### src/core/strap_map.svh
// Register offsets, field positions, reset values and bus answers
`ifndef STRAP_MAP_SVH
`define STRAP_MAP_SVH

// ==========================================================
// Register byte offsets
`define OFS_STATUS     8'h00
`define OFS_CONFIG     8'h04
`define OFS_RANGE_A    8'h08
`define OFS_RANGE_B    8'h0C
`define OFS_LAYOUT     8'h10
`define OFS_LIVE       8'h14
`define OFS_CMD        8'h18

// ==========================================================
// Word indexes inside the configuration store
`define IDX_CONFIG     2'h0
`define IDX_RANGE_A    2'h1
`define IDX_RANGE_B    2'h2

// ==========================================================
// Configuration word fields
`define CFG_SEQ_BIT    0
`define CFG_BURST_BIT  1
`define CFG_OSR_LSB    2
`define CFG_OSR_MSB    4

// ==========================================================
// Status word fields
`define ST_SW_MODE     0
`define ST_PARALLEL    1
`define ST_EXT_REF     2
`define ST_SEQ         3
`define ST_CHSEL_LSB   4
`define ST_CHSEL_MSB   6
`define ST_RANGE_LSB   8
`define ST_RANGE_MSB   9
`define ST_OSR_LSB     10
`define ST_OSR_MSB     12
`define ST_STALE       14
`define ST_CAPTURED    15

// ==========================================================
// Command word, reset values and bus answers
`define CMD_FULL_RESET 0
`define RST_CONFIG     16'h0000
`define RST_RANGE      16'hFFFF
`define RESP_OKAY      2'h0
`define RESP_SLVERR    2'h2

`endif

### src/core/strap_pkg.sv
// Types shared by the strap capture and mode selection block
package strap_pkg;

	// ==========================================================
	// Gain range code of one channel; code 0 acts as 10 V
	typedef enum logic [1:0] {
		RNG_DEFAULT,
		RNG_2V5,
		RNG_5V,
		RNG_10V
	} gain_range_e;

	// ==========================================================
	// Read channel sequence of the register slave
	typedef enum logic [1:0] {
		RD_IDLE,
		RD_FETCH,
		RD_SEND
	} rd_state_e;

	// ==========================================================
	// Capture sequence after a full reset
	typedef enum logic [1:0] {
		CAP_PENDING,
		CAP_DONE
	} cap_state_e;

endpackage : strap_pkg

### src/core/cfg_word_store.sv
// Small word store for the software configuration registers
`timescale 1ns/1ps
`include "strap_map.svh"

module cfg_word_store #(
	parameter int                   WIDTH = 16,
	parameter int                   DEPTH = 4,
	parameter int                   AW    = 2,
	parameter logic [WIDTH*DEPTH-1:0] RESET_WORDS = '0
) (
	// Clock and reset
	input  wire logic                   aclk,
	input  wire logic                   aresetn,
	input  wire logic                   clear,
	// Write port
	input  wire logic                   wr_en,
	input  wire logic [AW-1:0]          wr_addr,
	input  wire logic [WIDTH/8-1:0]     wr_be,
	input  wire logic [WIDTH-1:0]       wr_data,
	// Read port
	input  wire logic                   rd_en,
	input  wire logic [AW-1:0]          rd_addr,
	output logic      [WIDTH-1:0]       rd_data,
	// All words in parallel
	output logic      [WIDTH*DEPTH-1:0] words
);

	// ==========================================================
	// Storage, one generate step per word and byte lane
	for (genvar w = 0; w < DEPTH; w++)
	begin : g_word
		for (genvar b = 0; b < WIDTH/8; b++)
		begin : g_lane
			always_ff @(posedge aclk)
			begin
				if (!aresetn || clear)
					words[w*WIDTH+b*8 +: 8] <= RESET_WORDS[w*WIDTH+b*8 +: 8];
				else if (wr_en && wr_addr == AW'(w) && wr_be[b])
					words[w*WIDTH+b*8 +: 8] <= wr_data[b*8 +: 8];
			end
		end
	end

	// ==========================================================
	// Registered read data
	always_ff @(posedge aclk)
	begin
		if (!aresetn)
			rd_data <= '0;
		else if (rd_en)
			rd_data <= words[rd_addr*WIDTH +: WIDTH];
	end

endmodule : cfg_word_store

### src/core/adc_strap_mode_latch.sv
// Strap capture, mode selection and register slave of the dual-core converter
`timescale 1ns/1ps
`include "strap_map.svh"

// Overview of operation
// - Strap levels are captured after reset release and after every full reset.
// - Strap changes take effect only after reset release or a full reset.
// - All range straps low at capture selects register-controlled mode.
// - Host-port strap low at capture selects the parallel host port.
// - In register mode sequence and channel straps are ignored; host ties them low.
// - Reference strap low picks internal reference, high picks external.
// - Pin mode takes sequencer, range and oversampling from dedicated pins.
// - Register mode accepts configuration writes through the selected host port.
// - Two cores, each with eight-input mux, sixteen channels, pairs sampled together.
// - In register mode each channel has its own gain: 2.5 V, 5 V or 10 V bipolar.
// - Oversampling ratio reaches up to 128 times.
// - Each result is a 16-bit successive-approximation code.
// - Configuration registers are 16 bits wide, reachable from either port.
module adc_strap_mode_latch
	import strap_pkg::*;
#(
	parameter int NUM_CORES   = 2,
	parameter int MUX_INPUTS  = 8,
	parameter int RESULT_BITS = 16,
	parameter int OSR_MAX     = 128,
	parameter int REG_BITS    = 16,
	parameter int ADDR_W      = 8
) (
	// Clock and reset
	input  wire logic                            aclk,
	input  wire logic                            aresetn,
	// AXI4-Lite write address and data
	input  wire logic [ADDR_W-1:0]               awaddr,
	input  wire logic                            awvalid,
	output logic                                 awready,
	input  wire logic [31:0]                     wdata,
	input  wire logic [3:0]                      wstrb,
	input  wire logic                            wvalid,
	output logic                                 wready,
	// AXI4-Lite write response
	output logic [1:0]                           bresp,
	output logic                                 bvalid,
	input  wire logic                            bready,
	// AXI4-Lite read
	input  wire logic [ADDR_W-1:0]               araddr,
	input  wire logic                            arvalid,
	output logic                                 arready,
	output logic [31:0]                          rdata,
	output logic [1:0]                           rresp,
	output logic                                 rvalid,
	input  wire logic                            rready,
	// Strap and control pins
	input  wire logic [1:0]                      range_strap_pins,
	input  wire logic                            host_port_select_strap,
	input  wire logic                            sequence_enable_strap,
	input  wire logic [2:0]                      channel_select_straps,
	input  wire logic                            reference_select_strap,
	input  wire logic [2:0]                      osr_strap_pins,
	// Active configuration
	output logic                                 config_ready,
	output logic                                 sw_mode,
	output logic                                 parallel_port_sel,
	output logic                                 ext_ref_sel,
	output logic                                 seq_enable,
	output logic                                 burst_enable,
	output logic [2:0]                           chan_sel,
	output logic [2:0]                           oversampling_ratio,
	output logic [2*NUM_CORES*MUX_INPUTS-1:0]    ch_range
);

	localparam int NUM_CH = NUM_CORES * MUX_INPUTS;

	// ==========================================================
	// Captured straps and capture sequence
	cap_state_e cap_q;
	logic       full_reset_q;
	logic [1:0] range_strap_q;
	logic       port_strap_q;
	logic       seq_strap_q;
	logic [2:0] chsel_strap_q;
	logic       ref_strap_q;
	logic [2:0] osr_strap_q;

	// Host port idles until the first capture edge has passed
	always_ff @(posedge aclk)
	begin
		if (!aresetn || full_reset_q)
			cap_q <= CAP_PENDING;
		else
			cap_q <= CAP_DONE;
	end

	// Strap flops load only on the capture edge
	always_ff @(posedge aclk)
	begin
		if (!aresetn)
		begin
			range_strap_q <= 2'h0;
			port_strap_q  <= 1'b0;
			seq_strap_q   <= 1'b0;
			chsel_strap_q <= 3'h0;
			ref_strap_q   <= 1'b0;
			osr_strap_q   <= 3'h0;
		end
		else if (cap_q == CAP_PENDING)
		begin
			range_strap_q <= range_strap_pins;
			port_strap_q  <= host_port_select_strap;
			seq_strap_q   <= sequence_enable_strap;
			chsel_strap_q <= channel_select_straps;
			ref_strap_q   <= reference_select_strap;
			osr_strap_q   <= osr_strap_pins;
		end
	end

	// ==========================================================
	// Mode decode from the captured straps
	wire logic cap_done    = (cap_q == CAP_DONE);
	wire logic sw_mode_w   = (range_strap_q == 2'h0);
	wire logic parallel_w  = !port_strap_q;
	wire logic ext_ref_w   = ref_strap_q;
	wire logic straps_moved = (range_strap_pins != range_strap_q)
		|| (host_port_select_strap != port_strap_q)
		|| (sequence_enable_strap != seq_strap_q)
		|| (channel_select_straps != chsel_strap_q)
		|| (reference_select_strap != ref_strap_q)
		|| (osr_strap_pins != osr_strap_q);

	// ==========================================================
	// Configuration store
	logic [REG_BITS-1:0]   mem_rd_data;
	logic [REG_BITS*4-1:0] mem_words;
	logic                  mem_wr_en;
	logic [1:0]            mem_wr_addr;
	logic [1:0]            mem_rd_addr;
	logic                  mem_rd_en;
	logic [31:0]           wdata_q;
	logic [3:0]            wstrb_q;

	cfg_word_store #(
		.WIDTH       (REG_BITS),
		.DEPTH       (4),
		.AW          (2),
		.RESET_WORDS ({16'h0000, `RST_RANGE, `RST_RANGE, `RST_CONFIG})
	) u_store (
		.aclk    (aclk),
		.aresetn (aresetn),
		.clear   (full_reset_q),
		.wr_en   (mem_wr_en),
		.wr_addr (mem_wr_addr),
		.wr_be   (wstrb_q[1:0]),
		.wr_data (wdata_q[REG_BITS-1:0]),
		.rd_en   (mem_rd_en),
		.rd_addr (mem_rd_addr),
		.rd_data (mem_rd_data),
		.words   (mem_words)
	);

	wire logic [REG_BITS-1:0] cfg_word = mem_words[0 +: REG_BITS];
	wire logic [REG_BITS-1:0] rng_a    = mem_words[REG_BITS +: REG_BITS];
	wire logic [REG_BITS-1:0] rng_b    = mem_words[2*REG_BITS +: REG_BITS];

	// ==========================================================
	// Effective settings: registers in software mode, pins otherwise; channel select is 0 in software mode, burst is 0 in pin mode
	wire logic       seq_d   = sw_mode_w ? cfg_word[`CFG_SEQ_BIT] : seq_strap_q;
	wire logic       burst_d = sw_mode_w && cfg_word[`CFG_BURST_BIT];
	wire logic [2:0] chsel_d = sw_mode_w ? 3'h0 : chsel_strap_q;
	wire logic [2:0] osr_d   = sw_mode_w ? cfg_word[`CFG_OSR_MSB:`CFG_OSR_LSB]
		: osr_strap_q;
	logic [2*NUM_CH-1:0] range_d;

	// One gain code per channel, first core then second
	for (genvar c = 0; c < NUM_CH; c++)
	begin : g_chan
		localparam int LANE = 2 * (c % MUX_INPUTS);
		wire logic [1:0] sw_code = (c < MUX_INPUTS) ? rng_a[LANE +: 2] : rng_b[LANE +: 2];
		wire logic [1:0] raw     = sw_mode_w ? sw_code : range_strap_q;
		assign range_d[2*c +: 2] = (raw == RNG_DEFAULT) ? RNG_10V : raw;
	end

	// Registered outputs of the active configuration
	always_ff @(posedge aclk)
	begin
		if (!aresetn)
		begin
			sw_mode            <= 1'b0;
			parallel_port_sel  <= 1'b0;
			ext_ref_sel        <= 1'b0;
			seq_enable         <= 1'b0;
			burst_enable       <= 1'b0;
			chan_sel           <= 3'h0;
			oversampling_ratio <= 3'h0;
			ch_range           <= '0;
		end
		else
		begin
			sw_mode            <= sw_mode_w;
			parallel_port_sel  <= parallel_w;
			ext_ref_sel        <= ext_ref_w;
			seq_enable         <= seq_d;
			burst_enable       <= burst_d;
			chan_sel           <= chsel_d;
			oversampling_ratio <= osr_d;
			ch_range           <= range_d;
		end
	end

	assign config_ready = cap_done;

	// ==========================================================
	// Write channel: address and data taken in either order
	logic              aw_got_q;
	logic              w_got_q;
	logic [ADDR_W-1:0] awaddr_q;
	logic              bvalid_q;
	logic [1:0]        bresp_q;

	assign awready = cap_done && !aw_got_q && !bvalid_q;
	assign wready  = cap_done && !w_got_q && !bvalid_q;
	wire logic aw_hs  = awvalid && awready;
	wire logic w_hs   = wvalid && wready;
	wire logic commit = aw_got_q && w_got_q && !bvalid_q;

	// Write decode
	wire logic wa_cfg   = (awaddr_q == `OFS_CONFIG);
	wire logic wa_rng_a = (awaddr_q == `OFS_RANGE_A);
	wire logic wa_rng_b = (awaddr_q == `OFS_RANGE_B);
	wire logic wa_cmd   = (awaddr_q == `OFS_CMD);
	wire logic wa_store = wa_cfg || wa_rng_a || wa_rng_b;
	wire logic wa_ro    = (awaddr_q == `OFS_STATUS) || (awaddr_q == `OFS_LAYOUT)
		|| (awaddr_q == `OFS_LIVE);
	wire logic wr_ok    = wa_cmd || wa_ro || (wa_store && sw_mode_w);

	assign mem_wr_en   = commit && wa_store && sw_mode_w && cap_done;
	assign mem_wr_addr = wa_cfg ? `IDX_CONFIG : (wa_rng_a ? `IDX_RANGE_A : `IDX_RANGE_B);

	// Address and data holding
	always_ff @(posedge aclk)
	begin
		if (!aresetn)
		begin
			aw_got_q <= 1'b0;
			w_got_q  <= 1'b0;
			awaddr_q <= '0;
			wdata_q  <= 32'h0000_0000;
			wstrb_q  <= 4'h0;
		end
		else
		begin
			if (aw_hs)
				awaddr_q <= awaddr;
			if (w_hs)
			begin
				wdata_q <= wdata;
				wstrb_q <= wstrb;
			end
			aw_got_q <= commit ? 1'b0 : (aw_got_q || aw_hs);
			w_got_q  <= commit ? 1'b0 : (w_got_q || w_hs);
		end
	end

	// Response and software full reset
	always_ff @(posedge aclk)
	begin
		if (!aresetn)
		begin
			bvalid_q     <= 1'b0;
			bresp_q      <= `RESP_OKAY;
			full_reset_q <= 1'b0;
		end
		else
		begin
			full_reset_q <= commit && wa_cmd && wstrb_q[0] && wdata_q[`CMD_FULL_RESET];
			if (commit)
			begin
				bvalid_q <= 1'b1;
				bresp_q  <= wr_ok ? `RESP_OKAY : `RESP_SLVERR;
			end
			else if (bready)
				bvalid_q <= 1'b0;
		end
	end

	assign bvalid = bvalid_q;
	assign bresp  = bresp_q;

	// ==========================================================
	// Read channel
	rd_state_e         rd_q;
	logic [ADDR_W-1:0] araddr_q;
	logic [31:0]       rdata_q;
	logic [1:0]        rresp_q;

	assign arready     = cap_done && (rd_q == RD_IDLE);
	wire logic ar_hs   = arvalid && arready;
	assign mem_rd_en   = ar_hs;
	assign mem_rd_addr = (araddr == `OFS_RANGE_A) ? `IDX_RANGE_A
		: ((araddr == `OFS_RANGE_B) ? `IDX_RANGE_B : `IDX_CONFIG);

	// Status and layout words
	logic [15:0] status_w;
	always_comb
	begin
		status_w = 16'h0000;
		status_w[`ST_SW_MODE]                  = sw_mode_w;
		status_w[`ST_PARALLEL]                 = parallel_w;
		status_w[`ST_EXT_REF]                  = ext_ref_w;
		status_w[`ST_SEQ]                      = seq_d;
		status_w[`ST_CHSEL_MSB:`ST_CHSEL_LSB]  = chsel_d;
		status_w[`ST_RANGE_MSB:`ST_RANGE_LSB]  = range_strap_q;
		status_w[`ST_OSR_MSB:`ST_OSR_LSB]      = osr_d;
		status_w[`ST_STALE]                    = straps_moved;
		status_w[`ST_CAPTURED]                 = cap_done;
	end

	wire logic [31:0] layout_w = {8'(OSR_MAX), 4'(MUX_INPUTS), 4'(NUM_CORES),
		8'(NUM_CH), 8'(RESULT_BITS)};
	wire logic [31:0] live_w = {21'h0, osr_strap_pins, reference_select_strap,
		channel_select_straps, sequence_enable_strap, host_port_select_strap,
		range_strap_pins};

	// Read decode
	wire logic ra_store = (araddr_q == `OFS_CONFIG) || (araddr_q == `OFS_RANGE_A)
		|| (araddr_q == `OFS_RANGE_B);
	wire logic ra_known = ra_store || (araddr_q == `OFS_STATUS)
		|| (araddr_q == `OFS_LAYOUT) || (araddr_q == `OFS_LIVE)
		|| (araddr_q == `OFS_CMD);
	wire logic [31:0] rd_sel = ra_store ? {16'h0000, mem_rd_data}
		: (araddr_q == `OFS_STATUS) ? {16'h0000, status_w}
		: (araddr_q == `OFS_LAYOUT) ? layout_w
		: (araddr_q == `OFS_LIVE)   ? live_w
		: 32'h0000_0000;

	// Read sequence
	always_ff @(posedge aclk)
	begin
		if (!aresetn)
		begin
			rd_q     <= RD_IDLE;
			araddr_q <= '0;
			rdata_q  <= 32'h0000_0000;
			rresp_q  <= `RESP_OKAY;
		end
		else
		begin
			unique case (rd_q)
				RD_IDLE:
				begin
					if (ar_hs)
					begin
						araddr_q <= araddr;
						rd_q     <= RD_FETCH;
					end
				end
				RD_FETCH:
				begin
					rdata_q <= rd_sel;
					rresp_q <= ra_known ? `RESP_OKAY : `RESP_SLVERR;
					rd_q    <= RD_SEND;
				end
				RD_SEND:
				begin
					if (rready)
						rd_q <= RD_IDLE;
				end
				default:
					rd_q <= RD_IDLE;
			endcase
		end
	end

	assign rvalid = (rd_q == RD_SEND);
	assign rdata  = rdata_q;
	assign rresp  = rresp_q;

endmodule : adc_strap_mode_latch

### config.mk
export PLATFORM = sky130hd
export DESIGN_NAME = adc_strap_mode_latch
export DESIGN_NICKNAME = d
export VERILOG_FILES = /design/src/core/strap_pkg.sv /design/src/core/cfg_word_store.sv /design/src/core/adc_strap_mode_latch.sv
export VERILOG_INCLUDE_DIRS = /design/src /design/src/core
export SDC_FILE = /design/constraint.sdc
export NUM_CORES = 1
export LEC_CHECK = 0
export BUFFER_PORTS_ARGS = -buffer_cell sky130_fd_sc_hd__buf_4
export CORE_MARGIN = 10
export CORE_UTILIZATION = 50
export CTS_CLUSTER_DIAMETER = 40
export DETAILED_ROUTE_END_ITERATION = 7
export PLACE_DENSITY_LB_ADDON = 0.1
export SYNTH_ARGS = -nofsm -noshare
export SYNTH_HDL_FRONTEND = slang
export SYNTH_SLANG_ARGS = --single-unit
export TNS_END_PERCENT = 5
### constraint.sdc
create_clock -name aclk -period 2.7 [get_ports aclk]
set_clock_uncertainty 0.2 [all_clocks]
set_input_delay 0.405 -clock aclk [delete_from_list [all_inputs] [get_ports aclk]]
set_output_delay 0.405 -clock aclk [all_outputs]
set_load 0.02 [all_outputs]
==> qor.csv, run 1 <==
metric,value,unit
sw power,1.45,mW
most common cell in the netlist,dfxtp_1,
outcome,"finished, final reports clean",
relative slew slack,47.6,%
All-Layer GR Usage,19.1,%
Mapped Cells,865,
commonest cells in the netlist,"dfxtp_1 (178), nand2_1 (100), a21oi_1 (60), mux2i_1 (55), nor2_1 (54)",
clock power share,43.7,%
CTS tree,built,
"flops & latches, synth",178,
initial antenna violation count,0,
Setup Viol. Count Final,0,
"Arr. time, crit path",2.63,ns
Post-DP HPWL,14.9,mm
Die ar.,0.0204,sq mm
final wirelength,20.2,mm
CTS max path bufs,2,
Synth async-reset ratio,0,%
Layout Nets,1025,
share of the synthesized area in the top cell type,47.2,%
layout cells sized above 1,18.4,%
Fmax,402,MHz
Resized cells post-CTS,0,
Sw Ratio,23.7,%
Ys Warns,0,
fill count,1271,
"Top FF cell, synth",dfxtp_1,
pwr/cell area,672,mW/mm^2
Placed Cells,1120,
cell taking the most area after synthesis,dfxtp_1,
"Non-Filler Cell Area, Final",0.00911,sq mm
Ports,155,
number of clock sinks,178,
Worst Setup Start Kind,register,
Initial Util,51.5,%
met3 WL,1.30,mm
CTS H-tree depth,4,
Root Buffer,clkbuf_16,
synthesized area,0.00755,sq mm
unrepaired setup endpoints after global routing,no,
DR WL/cell,17.6,um
Die Span Y,143,um
num rows,44,
Layout Utilization,62.2,%
CP required,2.84,ns
router iterations before antenna repair,5,
Inserted Diodes,0,
critical-path maximum fanout,17,
Num CTS Buffers,17,
area grow syn2layout,20.7,%
final cell count without fillers,1152,
Final ANT Viol Nets,0,
drt via density,5.49,
DP Worst Slack,0.290,ns
"EDFF count, synth",0,
count of final hold-check violations,0,
GPL Wtd Cong,0.897,
leak pwr,4.10,nW
Post-Syn Area per Cell,8.72,sq um
Seq pwr share,45.5,%
Worst Hold Class,input port to register,
logic gate share of total power,10.8,%
final setup margin,0.210,ns
total core area,0.0146,sq mm
initial drt markers,488,
DP Area,0.00846,sq mm
hold buffers post-CTS,0,
Min Hold Slack,0.0347,ns
synth unique cells,61,
element type at the critical path end,register,
vias in the first global route,5879,
Worst-Margin Slew,0.784,ns
clk slew on worst S/H paths,0.06,ns
I/O Buffers,121,
GRT overflow,0,
Met2 Routed Length,9.38,mm
fraction of the cycle the final worst path needs,92.2,%
DRC errors left,0,
clock latency at the later pin of the worst-skew pair,0.42,ns
WL met1,9.22,mm
Total Power,6.12,mW
Die W,143,um
Setup CP Type,register to register,
top post-synthesis cells by area,"dfxtp_1 (47%), mux2i_1 (7.3%), nand2_1 (5.0%)",
"Slew Viols, Final",0,
largest net degree at the start of global routing,78,
setup bufs post-CTS,0,
post-synthesis sequential area ratio,47.2,%
via count,6327,
worst vdd ir,0.468,mV
setup TNS,0,ns
first-pass GRT wire length,31.3,mm
Top Layer Used,met4,
min cycle time layout,2.49,ns
max-cap viol count,0,
Internal,4.67,mW
[final cells by class]
class / count / area [sq um] / area share (%)
timing repair buffer: 137 / 1030 / 11.3
clock buffer: 22 / 464 / 5.10
inverter: 35 / 131 / 1.44
sequential: 178 / 3560 / 39.1
clock inverter: 10 / 180 / 1.98
multi-input combinational: 586 / 3510 / 38.5
tap: 184 / 230 / 2.53
[worst paths after layout]
check                            startpoint            endpoint  slack (ns)  cells after the start
worst max-delay path               cap_q[0]  u_store.rd_data[9]        0.21                      5
worst min-delay path               wdata[5]          wdata_q[5]        0.03                      3
worst max register to register     cap_q[0]  u_store.rd_data[9]        0.21                      5
worst min register to register  araddr_q[0]         araddr_q[0]        0.25                      2
[kinds of logic (layout without fill, tap and decap cells)]
| kind of cell | Yosys count | after routing | synth area share [%] |
|---|---|---|---|
| other cells | 1 | 15 | 0.0497 |
| xor+xnor | 11 | 11 | 1.28 |
| compound gates | 233 | 233 | 19.1 |
| mux | 56 | 56 | 7.44 |
| simple gates | 271 | 271 | 17.9 |
| buf+inv | 115 | 204 | 7.01 |
| flops | 178 | 178 | 47.2 |
[power by group through the flow]
stage | registers (mW) | clock network, mW | logic [mW]
after floorplan | 2.89 | 0 | 0.356
final | 2.79 | 2.67 | 0.659
after global placement | 2.84 | 0 | 0.650
after detailed placement | 2.84 | 0 | 0.658
after global routing | 2.79 | 2.81 | 0.715
after CTS | 2.78 | 2.71 | 0.661
[cell usage in the layout (no fill, tap or decap), types with 4 or more instances in the layout]
cell,instances
a21boi_1,37
a22o_1,4
xnor2_1,4
nor2_1,54
nor3b_1,4
buf_4,137
o21ai_0,33
conb_1,15
xor2_1,7
a31oi_1,10
and2_1,9
nand2b_1,4
clkbuf_16,17
and3_1,12
nand3_1,38
a221oi_1,5
a21oi_1,60
o21ai_1,35
mux2i_1,55
inv_1,33
o21a_1,33
nor4_1,4
dfxtp_1,178
nand2_1,100
nor2b_1,20
bufinv_16,5
[registers in the layout, summed over array words and instances (netlist names), 8 cells and up]
| name | flops |
|---|---|
| araddr_q | 8 |
| awaddr_q | 8 |
| ch_range | 32 |
| rdata | 17 |
| u_store.rd_data | 16 |
| u_store.words | 48 |
| wdata_q | 16 |
[critical path, cell delays in order (launching register included)]
cell	delay [ns]
dfxtp_1	0.33
buf_4	0.30
nor3b_1	0.40
and2_1	0.45
nand2_1	0.46
o21ai_1	0.26
[per-layer routing]
layer	GRT usage [%]	vias to the layer above
met5	0	-
met4	5.86	0
met3	4.54	24
met2	30.5	198
met1	25.0	2994
li1	-	3111
No activity file was read; power rests on OpenSTA's default activity.
==> run 2, diff against run 1 <==
TNS_END_PERCENT = 100   (was 5)
clock period = 2.82 ns   (was 2.7 ns; I/O delays follow)
==> run 2 against run 1 <==
Net effect:
- worst setup slack gained 0.068 ns
- clock power shrank 3%
- register-to-register slack gained 0.07 ns
- sequential share of layout area is essentially flat
- cell area is essentially flat
- maximum frequency shrank 2.0%
- worst hold slack gained 0.0073 ns
- clock-buffer cell count shrank 3
- die area is the same
- core utilization shrank 0.051 points
- critical path depth is the same
- critical endpoint is now u_store.rd_data[11]
- highest routed layer unchanged
==> qor.csv, run 2 (synthesis results as in run 1) <==
metric,value,unit,change
outcome,"finished, final reports clean",,unchanged
drt via density,5.55,,was 5.49
I/O Buffers,121,,unchanged
All-Layer GR Usage,19.6,%,was 19.1%
Die ar.,0.0204,sq mm,unchanged
CTS H-tree depth,4,,unchanged
element type at the critical path end,register,,unchanged
Initial Util,51.5,%,unchanged
Met2 Routed Length,9.29,mm,was 9.38 mm
logic gate share of total power,10.7,%,was 10.8%
Min Hold Slack,0.0420,ns,was 0.0347 ns
number of clock sinks,178,,unchanged
Resized cells post-CTS,0,,unchanged
leak pwr,4.08,nW,was 4.10 nW
CTS tree,built,,unchanged
initial drt markers,461,,was 488
Seq pwr share,45.3,%,was 45.5%
Ports,155,,unchanged
Num CTS Buffers,17,,unchanged
DRC errors left,0,,unchanged
final setup margin,0.279,ns,was 0.210 ns
CTS max path bufs,2,,unchanged
unrepaired setup endpoints after global routing,no,,unchanged
Worst Setup Start Kind,register,,unchanged
critical-path maximum fanout,17,,unchanged
Largest register FFs,48,,unchanged
Worst Hold Class,input port to register,,unchanged
relative slew slack,46.6,%,was 47.6%
vias in the first global route,6071,,was 5879
clock latency at the later pin of the worst-skew pair,0.42,ns,about the same
sw power,1.43,mW,was 1.45 mW
total core area,0.0146,sq mm,unchanged
fill count,1280,,was 1271
"commonest non-fill, non-tap cells in the layout","dfxtp_1 (178), buf_4 (135), nand2_1 (100), a21oi_1 (60), mux2i_1 (55)",,"was dfxtp_1 (178), buf_4 (137), nand2_1 (100), a21oi_1 (60), mux2i_1 (55)"
hold buffers post-CTS,0,,unchanged
count of final hold-check violations,0,,unchanged
max-cap viol count,0,,unchanged
"Non-Filler Cell Area, Final",0.00910,sq mm,was 0.00911 sq mm
Internal,4.45,mW,was 4.67 mW
Placed Cells,1118,,was 1120
final wirelength,20.2,mm,about the same
Sw Ratio,24.3,%,was 23.7%
Die Span Y,143,um,unchanged
min cycle time layout,2.54,ns,was 2.49 ns
area of the multi-input gates,0.00351,sq mm,unchanged
Worst-Margin Slew,0.799,ns,was 0.784 ns
initial antenna violation count,0,,unchanged
worst vdd ir,0.487,mV,was 0.468 mV
area grow syn2layout,20.6,%,was 20.7%
Fmax,393,MHz,was 402 MHz
met3 WL,1.41,mm,was 1.30 mm
setup TNS,0,ns,unchanged
CP required,2.97,ns,was 2.84 ns
num rows,44,,unchanged
area occupied by registers,0.00356,sq mm,unchanged
Inserted Diodes,0,,unchanged
clk slew on worst S/H paths,0.07,ns,was 0.06 ns
"Arr. time, crit path",2.69,ns,was 2.63 ns
Top Layer Used,met4,,unchanged
"most common cell after layout, fill and taps aside",dfxtp_1,,unchanged
final cell count without fillers,1150,,was 1152
DR WL/cell,17.6,um,about the same
"Slew Viols, Final",0,,unchanged
router iterations before antenna repair,5,,unchanged
GPL Wtd Cong,0.876,,was 0.897
first-pass GRT wire length,32.1,mm,was 31.3 mm
DP Area,0.00845,sq mm,was 0.00846 sq mm
via count,6381,,was 6327
Setup CP Type,register to register,,unchanged
largest net degree at the start of global routing,80,,was 78
fraction of the cycle the final worst path needs,90.1,%,was 92.2%
WL met1,9.20,mm,was 9.22 mm
Final ANT Viol Nets,0,,unchanged
Post-DP HPWL,14.9,mm,about the same
setup bufs post-CTS,0,,unchanged
pwr/cell area,646,mW/mm^2,was 672 mW/mm^2
layout cells sized above 1,18.4,%,about the same
Biggest register,u_store.words,,unchanged
Layout Nets,1023,,was 1025
GRT overflow,0,,unchanged
clock power share,43.9,%,was 43.7%
DP Worst Slack,0.286,ns,was 0.290 ns
Root Buffer,clkbuf_16,,unchanged
Die W,143,um,unchanged
Setup Viol. Count Final,0,,unchanged
-- run 2: layout make-up --
| class | count | area share, % |
|---|---|---|
| clock buffers | 19 | 4.87 |
| repair buffers | 135 | 11.1 |
| clock inverters | 13 | 2.30 |
| flip-flops and latches | 178 | 39.2 |
| well taps | 184 | 2.53 |
| inverters | 35 | 1.44 |
| multi-input cells | 586 | 38.6 |
-- run 2: final timing paths --
kind,from,endpoint,slack (ns),cells after the start
worst min register to register,awaddr_q[6],awaddr_q[6],0.26,2
worst min-delay path,wdata[5],wdata_q[5],0.04,3
worst max-delay path,cap_q[0],u_store.rd_data[11],0.28,5
worst max register to register,cap_q[0],u_store.rd_data[11],0.28,5
-- run 2: per-layer routing --
metal	vias to the layer above	global-route usage [%]
met3	29	4.84
met2	226	31.1
met1	3012	25.7
met5	-	0
met4	0	5.97
li1	3114	-
-- run 2: power groups by stage --
stage	sequential [mW]	combinational [mW]	clock, mW
after global routing	2.68	0.688	2.71
after global placement	2.72	0.622	0
after detailed placement	2.72	0.630	0
after CTS	2.67	0.633	2.60
after floorplan	2.77	0.341	0
final	2.67	0.631	2.58
-- run 2: through the flow --
step	total power, mW	utilization, %
after floorplan	3.11	-
after global placement	3.34	57.7
after detailed placement	3.35	57.7
after CTS	5.90	62.1
after global routing	6.07	62.1
final	5.88	62.1
-- run 2: critical path: stages, from the launching register on --
cell     delay [ns]
dfxtp_1        0.34
buf_4          0.30
nor3b_1        0.43
and2_1         0.45
nand2_1        0.46
o21ai_1        0.27
